File: config.mk
export PLATFORM = sky130hd
export DESIGN_NAME = drl_baseband
export DESIGN_NICKNAME = d
export VERILOG_FILES = /design/src/rtl/drl_baseband.v /design/src/rtl/kasami_gen.v /design/src/rtl/rrc_filter.v
export VERILOG_INCLUDE_DIRS = /design/src /design/src/pkg
export SDC_FILE = /design/constraint.sdc
export NUM_CORES = 2
export LEC_CHECK = 0
export BUFFER_PORTS_ARGS = -buffer_cell sky130_fd_sc_hd__buf_2
export CELL_PAD_IN_SITES_DETAIL_PLACEMENT = 0
export CELL_PAD_IN_SITES_GLOBAL_PLACEMENT = 2
export CORE_UTILIZATION = 47
export DETAILED_ROUTE_END_ITERATION = 6
export GPL_ROUTABILITY_DRIVEN = 0
export PLACE_DENSITY = 0.95
export SLEW_MARGIN = 20
export SYNTH_ARGS = -nofsm -noshare
export SYNTH_HDL_FRONTEND = slang
export SYNTH_SLANG_ARGS = --single-unit
File: constraint.sdc
create_clock -name clock -period 15.5 [get_ports clock]
set_input_delay 1.55 -clock clock [delete_from_list [all_inputs] [get_ports clock]]
set_output_delay 1.55 -clock clock [all_outputs]
set_load 0.1 [all_outputs]
File: src/pkg/drl_defs.vh
// constants for the return link coder and watermark generator
`ifndef DRL_DEFS_VH
`define DRL_DEFS_VH
// clock and symbol timing
`define CLOCK_FREQ_HZ      250000000
`define SYMBOL_RATE_BPS    19200
// convolutional code, octal generators
`define FIRST_GEN_POLY     7'o171
`define SECOND_GEN_POLY    7'o133
`define CONV_STAGES        6
// kasami generator
`define KASAMI_BITS        10
`define KASAMI_LENGTH      1023
`define SEED_BITS          4
`define SEED_DEFAULT       4'h1
`define LONG_RESET         10'h001
`define SHORT_RESET        5'h01
// amplitude levels, watermark one eighth of data
`define DATA_LEVEL         12'sh400
`define MARK_SHIFT         3
// shaping filter
`define RRC_TAPS           17
`define RRC_OVERSAMPLE     4
`define RRC_ROLLOFF_PCT    20
`endif

File: src/rtl/drl_baseband.v
// return link baseband: conv coder, qpsk mapping, watermark, shaping
//
// Notes on behaviour
// rate half code, generators 171 and 133
// no outer code, interleaver or framing
// receiver decodes from any point
// coded pair forms one qpsk symbol
// data and symbol rate both 19.2k
// rrc shaping, roll-off 0.2
// 10-bit kasami, 1023 symbols long
// 4-bit seed selects transmitter sequence
// one watermark chip per qpsk symbol
// watermark at one eighth data amplitude
// watermark aligned to frame when present
// extra sync sequence without frame
// receiver stores one to two seconds
// several kasami sequences form identity
// six stage register, constraint length seven
// first output in-phase, watermark before shaping
`timescale 1ns/1ps
`include "drl_defs.vh"
module drl_baseband #(
    parameter CLOCK_HZ   = `CLOCK_FREQ_HZ,
    parameter SYMBOL_BPS = `SYMBOL_RATE_BPS,
    parameter W          = 12
) (
    // clock and reset
    input  wire                clock,
    input  wire                rst,
    // user bit stream
    input  wire                bit_valid,
    input  wire                bit_data,
    output wire                bit_ready,
    // watermark setup
    input  wire [3:0]          tx_seed,
    input  wire [3:0]          sync_seed,
    input  wire                framed,
    input  wire                frame_start,
    // shaped baseband out
    output wire                sample_valid,
    output wire signed [W+3:0] i_out,
    output wire signed [W+3:0] q_out,
    // raw symbol view
    output reg                 symbol_strobe,
    output reg                 sym_x,
    output reg                 sym_y,
    output reg                 mark_chip
);
    // cycles per shaping sample; symbol = four samples, 19.2k symbols a second
    localparam integer SAMPLE_DIV = CLOCK_HZ / (SYMBOL_BPS * `RRC_OVERSAMPLE);

    reg [15:0] div_count;
    reg [1:0]  phase;
    reg [5:0]  conv;
    reg        have_bit;
    reg        held_bit;
    reg        frame_pend;
    reg signed [W-1:0] i_imp;
    reg signed [W-1:0] q_imp;

    wire sample_tick = (div_count == 16'h0000);
    wire sym_tick    = sample_tick && (phase == 2'd0);

    // seed bits named per transmitter
    wire seed_bit_low  = tx_seed[0];
    wire seed_bit_high = tx_seed[3];

    wire [6:0] first_generator_polynomial  = `FIRST_GEN_POLY;
    wire [6:0] second_generator_polynomial = `SECOND_GEN_POLY;

    // tap parity over the input bit plus six stages
    function parity7;
        input [6:0] v;
        input [6:0] g;
        begin
            parity7 = ^(v & g);
        end
    endfunction

    wire [6:0] window = {held_bit, conv};
    wire next_x = parity7(window, first_generator_polynomial);
    wire next_y = parity7(window, second_generator_polynomial);

    // one input bit taken per symbol, stream only, nothing added
    assign bit_ready = !have_bit;

    // sample clock divider and phase within symbol
    always @(posedge clock or posedge rst) begin
        if (rst) begin
            div_count <= 16'h0000;
            phase     <= 2'd0;
        end else if (sample_tick) begin
            div_count <= SAMPLE_DIV[15:0] - 16'h0001;
            phase     <= phase + 2'd1;
        end else begin
            div_count <= div_count - 16'h0001;
        end
    end

    // input holding stage; starved symbols encode zero, keeping rate fixed
    always @(posedge clock or posedge rst) begin
        if (rst) begin
            have_bit <= 1'b0;
            held_bit <= 1'b0;
        end else if (sym_tick) begin
            // a bit offered on the tick itself is kept for the next symbol
            have_bit <= bit_valid && !have_bit;
            held_bit <= bit_valid && !have_bit && bit_data;
        end else if (bit_valid && !have_bit) begin
            have_bit <= 1'b1;
            held_bit <= bit_data;
        end
    end

    // encoder register shifts once per coded pair
    always @(posedge clock or posedge rst) begin
        if (rst) begin
            conv          <= 6'h00;
            sym_x         <= 1'b0;
            sym_y         <= 1'b0;
            symbol_strobe <= 1'b0;
        end else begin
            symbol_strobe <= sym_tick;
            if (sym_tick) begin
                conv  <= {held_bit, conv[5:1]};
                sym_x <= next_x;
                sym_y <= next_y;
            end
        end
    end

    // frame start held until next symbol so alignment never slips
    always @(posedge clock or posedge rst) begin
        if (rst)
            frame_pend <= 1'b0;
        else if (sym_tick)
            frame_pend <= 1'b0;                 // a start on the tick is used at once
        else if (frame_start)
            frame_pend <= 1'b1;
    end

    wire id_chip;
    wire sync_chip;
    wire id_wrap;
    wire restart = framed && sym_tick && (frame_pend || frame_start);

    // identity sequence, one chip per symbol
    kasami_gen #(.SEED_BITS(4)) id_gen (
        .clock   (clock),
        .rst     (rst),
        .step    (sym_tick),
        .restart (restart),
        .seed    ({seed_bit_high, tx_seed[2:1], seed_bit_low}),
        .chip    (id_chip),
        .wrap    (id_wrap)
    );

    // second sequence gives timing reference when unframed
    kasami_gen #(.SEED_BITS(4)) sync_gen (
        .clock   (clock),
        .rst     (rst),
        .step    (sym_tick),
        .restart (restart),
        .seed    (sync_seed),
        .chip    (sync_chip),
        .wrap    ()
    );

    // xor of the two would cancel the shared long register; sync rides quadrature
    wire mark_bit = id_chip;
    wire q_mark   = framed ? id_chip : sync_chip;

    // impulse per symbol, zero between; watermark added before shaping
    always @(posedge clock or posedge rst) begin
        if (rst) begin
            i_imp     <= {W{1'b0}};
            q_imp     <= {W{1'b0}};
            mark_chip <= 1'b0;
        end else if (sample_tick) begin
            if (phase == 2'd1) begin
                mark_chip <= mark_bit;
                i_imp <= (sym_x ? -`DATA_LEVEL : `DATA_LEVEL)
                       + (mark_bit ? -(`DATA_LEVEL >>> `MARK_SHIFT) : (`DATA_LEVEL >>> `MARK_SHIFT));
                q_imp <= (sym_y ? -`DATA_LEVEL : `DATA_LEVEL)
                       + (q_mark ? -(`DATA_LEVEL >>> `MARK_SHIFT) : (`DATA_LEVEL >>> `MARK_SHIFT));
            end else begin
                i_imp <= {W{1'b0}};
                q_imp <= {W{1'b0}};
            end
        end
    end

    reg sample_d;
    always @(posedge clock or posedge rst) begin
        if (rst)
            sample_d <= 1'b0;
        else
            sample_d <= sample_tick;
    end
    assign sample_valid = sample_d;

    // shaping filters, in-phase and quadrature
    rrc_filter #(.W(W), .TAPS(`RRC_TAPS)) i_shape (
        .clock     (clock),
        .rst       (rst),
        .sample_en (sample_tick),
        .din       (i_imp),
        .dout      (i_out)
    );

    rrc_filter #(.W(W), .TAPS(`RRC_TAPS)) q_shape (
        .clock     (clock),
        .rst       (rst),
        .sample_en (sample_tick),
        .din       (q_imp),
        .dout      (q_out)
    );
endmodule // drl_baseband

File: src/rtl/kasami_gen.v
// small-set kasami generator, 10-bit long register and 5-bit decimated register
`timescale 1ns/1ps
`include "drl_defs.vh"
module kasami_gen #(
    parameter SEED_BITS = `SEED_BITS
) (
    // clock and reset
    input  wire                 clock,
    input  wire                 rst,
    // control
    input  wire                 step,
    input  wire                 restart,
    input  wire [SEED_BITS-1:0] seed,
    // outputs
    output reg                  chip,
    output wire                 wrap
);
    reg [9:0] long_reg;
    reg [4:0] short_reg;
    reg [9:0] count;
    reg       seeded;

    // x^10+x^3+1 and the decimated x^5+x^2+1; seed loads low short bits
    wire long_fb  = long_reg[9] ^ long_reg[2];
    wire short_fb = short_reg[4] ^ short_reg[1];

    assign wrap = step && (count == 10'd1022);

    // new period restarts from seed so each transmitter owns a phase offset
    // first step after reset loads the seed, else the first period is unseeded
    always @(posedge clock or posedge rst) begin
        if (rst) begin
            long_reg  <= `LONG_RESET;
            short_reg <= `SHORT_RESET;
            count     <= 10'h000;
            seeded    <= 1'b0;
            chip      <= 1'b0;
        end else if (restart || wrap || (step && !seeded)) begin
            long_reg  <= `LONG_RESET;
            short_reg <= {1'b1, seed};          // never all zero
            count     <= 10'h000;
            seeded    <= 1'b1;
            if (step)
                chip <= long_reg[9] ^ short_reg[4]; // load step still emits its chip
        end else if (step) begin
            long_reg  <= {long_reg[8:0], long_fb};
            short_reg <= {short_reg[3:0], short_fb};
            count     <= count + 10'h001;
            chip      <= long_reg[9] ^ short_reg[4];
        end
    end
endmodule // kasami_gen

File: src/rtl/rrc_filter.v
// square-root raised-cosine shaping, fixed taps, 4 samples per symbol
`timescale 1ns/1ps
module rrc_filter #(
    parameter W    = 12,
    parameter TAPS = 17
) (
    // clock and reset
    input  wire                clock,
    input  wire                rst,
    // sample stream
    input  wire                sample_en,
    input  wire signed [W-1:0] din,
    output reg  signed [W+3:0] dout
);
    reg signed [W-1:0] line [0:TAPS-1];
    reg signed [W+17:0] acc;
    integer i;
    integer j;

    // roll-off 0.2 coefficients, q8
    function signed [9:0] coef;
        input integer k;
        begin
            case (k < 9 ? k : 16 - k)
                0: coef = 10'sh003;
                1: coef = 10'sh3fa;
                2: coef = 10'sh3f3;
                3: coef = 10'sh3fd;
                4: coef = 10'sh01c;
                5: coef = 10'sh04c;
                6: coef = 10'sh07c;
                7: coef = 10'sh0a0;
                default: coef = 10'sh0ad;
            endcase
        end
    endfunction

    always @* begin
        acc = 30'sh0;
        for (i = 0; i < TAPS; i = i + 1)
            acc = acc + line[i] * coef(i);
    end

    // shift on each output sample; zero stuffing gives the impulse train
    always @(posedge clock or posedge rst) begin
        if (rst) begin
            for (j = 0; j < TAPS; j = j + 1)
                line[j] <= {W{1'b0}};
            dout <= {(W+4){1'b0}};
        end else if (sample_en) begin
            line[0] <= din;
            for (j = 1; j < TAPS; j = j + 1)
                line[j] <= line[j-1];
            dout <= acc[W+11:8];
        end
    end
endmodule // rrc_filter

==> reports/qor.log <==
qor: setup_path.setup.worst_path.start i_shape.line[105]
qor: setup_path.setup.worst_path.start_class flip-flop
qor: global_routing.grt_start_max_net_pins 120
qor: layout.final.fill_count 6420
qor: layout.area_growth 6.90%
qor: yosys.synth_top_area_cell fa_1
qor: place.placed_cells_incl_taps 4355
qor: yosys.synth-async-reset-ratio 100%
qor: clock_network.cts-hold-fix-buffers 0
qor: detailed_routing.final_antenna_net_count 0
qor: run.max_cap_violations 0
qor: sta.finalClockSkew 14.7 ps
qor: power.cellPowerDensity 40.5 mW/mm^2
qor: yosys.number_of_flip_flops_and_latches_in_the_synthesized_netlist 244
qor: clock_network.post_cts.resized_instances 0
qor: detailed_routing.wire_per_inst 16.6 um
qor: place.hpwlAfterDp 60400 um
qor: floorplan.io_pins 52
qor: worst_hold_path.min-delay-path-class flip-flop to flip-flop
qor: clock_network.h-tree-depth 1
qor: global_routing.grt_antenna_before_repair 0
qor: detailed_routing.detail_route.drc_violations 0
qor: yosys.yosysWarningCount 0
qor: power.power.share.switching 23.8%
qor: layout.max_flop_register i_shape.line
qor: clock_network.cts_root_buf clkbuf_16
qor: clock_network.cts_setup_buffers 0
qor: sta.worst_slew_pin_slew 971 ps
qor: setup_path.timing.setup.critical_path_class flip-flop to flip-flop
qor: sta.finalCriticalPeriod 8530 ps
qor: setup_path.worstPathArrival 8970 ps
qor: clock_network.clock_tree_buf_depth 3
qor: clock_network.tritoncts_clock_tree yes
qor: layout.layout_cell_share_with_drive_strength_beyond_1 4.08%
qor: power.switching_power 0.339 mW
qor: detailed_routing.route.detailed.vias_per_inst 4.93
qor: clock_network.cts-buffers-inserted 31
qor: floorplan.cell_rows 96
qor: sta.setup_viol 0
qor: sta.finalMaxSlewViolations 0
qor: setup_path.worst-endpoint-required 15940 ps
qor: setup_path.rr_startpoint i_shape.line[105]
qor: power.power_frac_seq 44.8%
qor: yosys.synth.net_count 4413
qor: sta.rsz_0062_raised_after_global_routing no
qor: floorplan.floorplan.core_area 0.0691 mm^2
qor: place.buffer_ports.inserted 51
qor: setup_path.critical-path-top-delay-family adder cells
qor: setup_path.crit_path_top_delay_cell dfrtp_1
qor: sta.fin_tns_setup 0 ps
qor: power.power_frac_clock 53.5%
qor: global_routing.grt-ovfl-total 0
qor: outcome.outcome complete, no violations
qor: worst_hold_path.worstHoldStart sync_gen.long_reg[7]
qor: yosys.syn_inst 3424
qor: floorplan.design.die.area 0.0712 mm^2
qor: layout.number_of_flip_flops_under_the_largest_register_name 68
qor: sta.timing.max_slew.rel_slack 35.2%
qor: clock_network.worstSkewPairLatency 600 ps
qor: layout.finish.cell_count_without_fillers 4411
qor: power.irDropWorstVdd 0.0000764 V
qor: yosys.syn_std_cell_area 0.0330 mm^2
qor: clock_network.path_clk_slew 60 ps
qor: global_routing.number_of_global_route_vias_before_repair 22.6k
qor: power.power.internal 1.09 mW
qor: detailed_routing.dr.pass1.iters 5
qor: layout.layout_top_registers i_shape.line (68), q_shape.line (51)
qor: sta.hold_viol_final 0
qor: detailed_routing.dr.first_iter.drc_count 1056
qor: yosys.yosysUniqueCellTypes 55
qor: yosys.post_synth.cell_area_avg 9.63 um^2
qor: setup_path.endpoint_kind flip-flop
qor: global_routing.first_pass_grt_wire_length 121000 um
qor: setup_path.crit_buf_inv 8
qor: detailed_routing.vias 21.8k
qor: yosys.netlist.area_leader.share 26.6%
qor: layout.finalNetCount 4446
qor: floorplan.fp.dieH 267 um
qor: sta.max_clock_freq 117 MHz
qor: yosys.netlist_top_cells_area fa_1 27%, ha_1 20%, dfrtp_1 18%
qor: layout.antenna_cells_inserted 0
qor: setup_path.critPathMaxStageDelay 580 ps
qor: floorplan.initial_core_utilization 47.8%
qor: yosys.synth-edff-count 0
qor: global_routing.globalRouteTotalUtil 21.7%
qor: setup_path.crit_path_max_fanout 11
qor: power.post-layout-total-power 1.43 mW
qor: yosys.postSynth.topFlopCell dfrtp_1
qor: yosys.ys_seq_area_share 18.5%
qor: clock_network.sinks_on_the_clock_net 244
qor: detailed_routing.postRouteWirelength 73000 um
qor: power.cellLeakagePower 18.4 nW
qor: sta.final_worst_path_period_share 55.0%
qor: power.pwr-share-comb 1.7%
qor: floorplan.fp.dieW 267 um
cells in the mapped netlist (26+ instances only):
master / count
nand3_1: 45
clkbuf_1: 27
nand2_1: 390
fa_1: 439
inv_1: 722
a21o_1: 61
a21oi_1: 110
xnor2_1: 195
nor2b_1: 26
dfrtp_1: 240
o21ai_0: 210
nor2_1: 75
xor2_1: 104
o21bai_1: 31
ha_1: 536
placed cells by master, fill, tap and decap left out, types with 3 or more instances in the layout:
cell,instances
inv_1,721
ha_1,536
fa_1,439
nand2_1,390
dfrtp_1,240
o21ai_0,210
xnor2_1,195
a21oi_1,110
xor2_1,103
nor2_1,75
a21o_1,61
buf_2,51
nand3_1,45
o21bai_1,31
clkbuf_16,31
nor2b_1,26
nand2b_1,25
nor3_1,18
o21a_1,15
o31ai_1,14
a31oi_1,13
mux2i_1,12
or2_2,9
a21boi_0,8
and2_1,7
and3_1,6
a211oi_1,6
mux2_2,6
clkbuf_1,6
buf_4,6
or3_1,5
clkinv_4,5
nand4_1,4
bufinv_16,4
clkinvlp_4,4
dfstp_2,4
o31a_1,3
clkinv_2,3
layer usage:
layer | track usage [%] | share of wire [%] | up-vias
met4 | 3.39 | 1.3 | 0
met3 | 3.00 | 4.8 | 53
li1 | - | - | 10716
met5 | 0 | 0 | -
met1 | 33.3 | 51 | 10688
met2 | 32.9 | 43 | 302
worst register-to-register path, delay by kind of cell, from the launching register on:
kind            cells  cell delay, ps
fa+ha+maj          13            5340
xor+xnor            2             310
compound gates      6            1270
buf+inv             8             550
flops               1             580
simple gates        4             320
worst paths after layout:
path / to / slack, ps / cells after the start
worst max-delay path: i_shape.dout[15] / 6970 / 33
worst min-delay path: sync_gen.long_reg[7] / 460 / 2
worst max register to register: i_shape.dout[15] / 6970 / 33
worst min register to register: sync_gen.long_reg[7] / 460 / 2
max in group asynchronous: i_shape.line[70] / 12870 / 3
min in group asynchronous: div_count[1] / 1110 / 2
area by class of cell:
cell class	instances	area [um^2]	share of cell area [%]
well taps	931	1160	3.30
clock inverters	17	218	0.618
repair buffers	57	300	0.852
clock buffers	39	826	2.34
inverters	724	2730	7.74
multi-input cells	2399	23900	67.8
flip-flops and latches	244	6110	17.3
logic make-up after synthesis:
logic type | synth area share (%)
adder cells (fa/ha/maj) | 47.0
buffers and inverters | 9.06
AND/OR/NAND/NOR | 8.38
AO/OA/AOI/OAI | 8.54
XOR/XNOR | 7.94
flip-flops | 18.5
multiplexers | 0.569
stage by stage:
stage               cell area, um^2  hold WS [ps]  setup slack, ps  util [%]
floorplan                     33000           435             7260         -
global placement              34200           449             7000      49.5
detailed placement            34200           453             6930      49.5
CTS                           35200           469             6910      51.0
global route                  35300           488             6490      51.0
finish                        35300           463             6970      51.0
power groups by stage:
stage                     sequential, mW  combinational (mW)  clock [mW]
after global placement             0.651              0.0252           0
final                              0.640              0.0236       0.764
after detailed placement           0.651              0.0252           0
after global routing               0.639              0.0280       0.808
after floorplan                    0.651              0.0160           0
after CTS                          0.639              0.0252       0.786
Note: power is estimated with default switching activity, not from simulation.
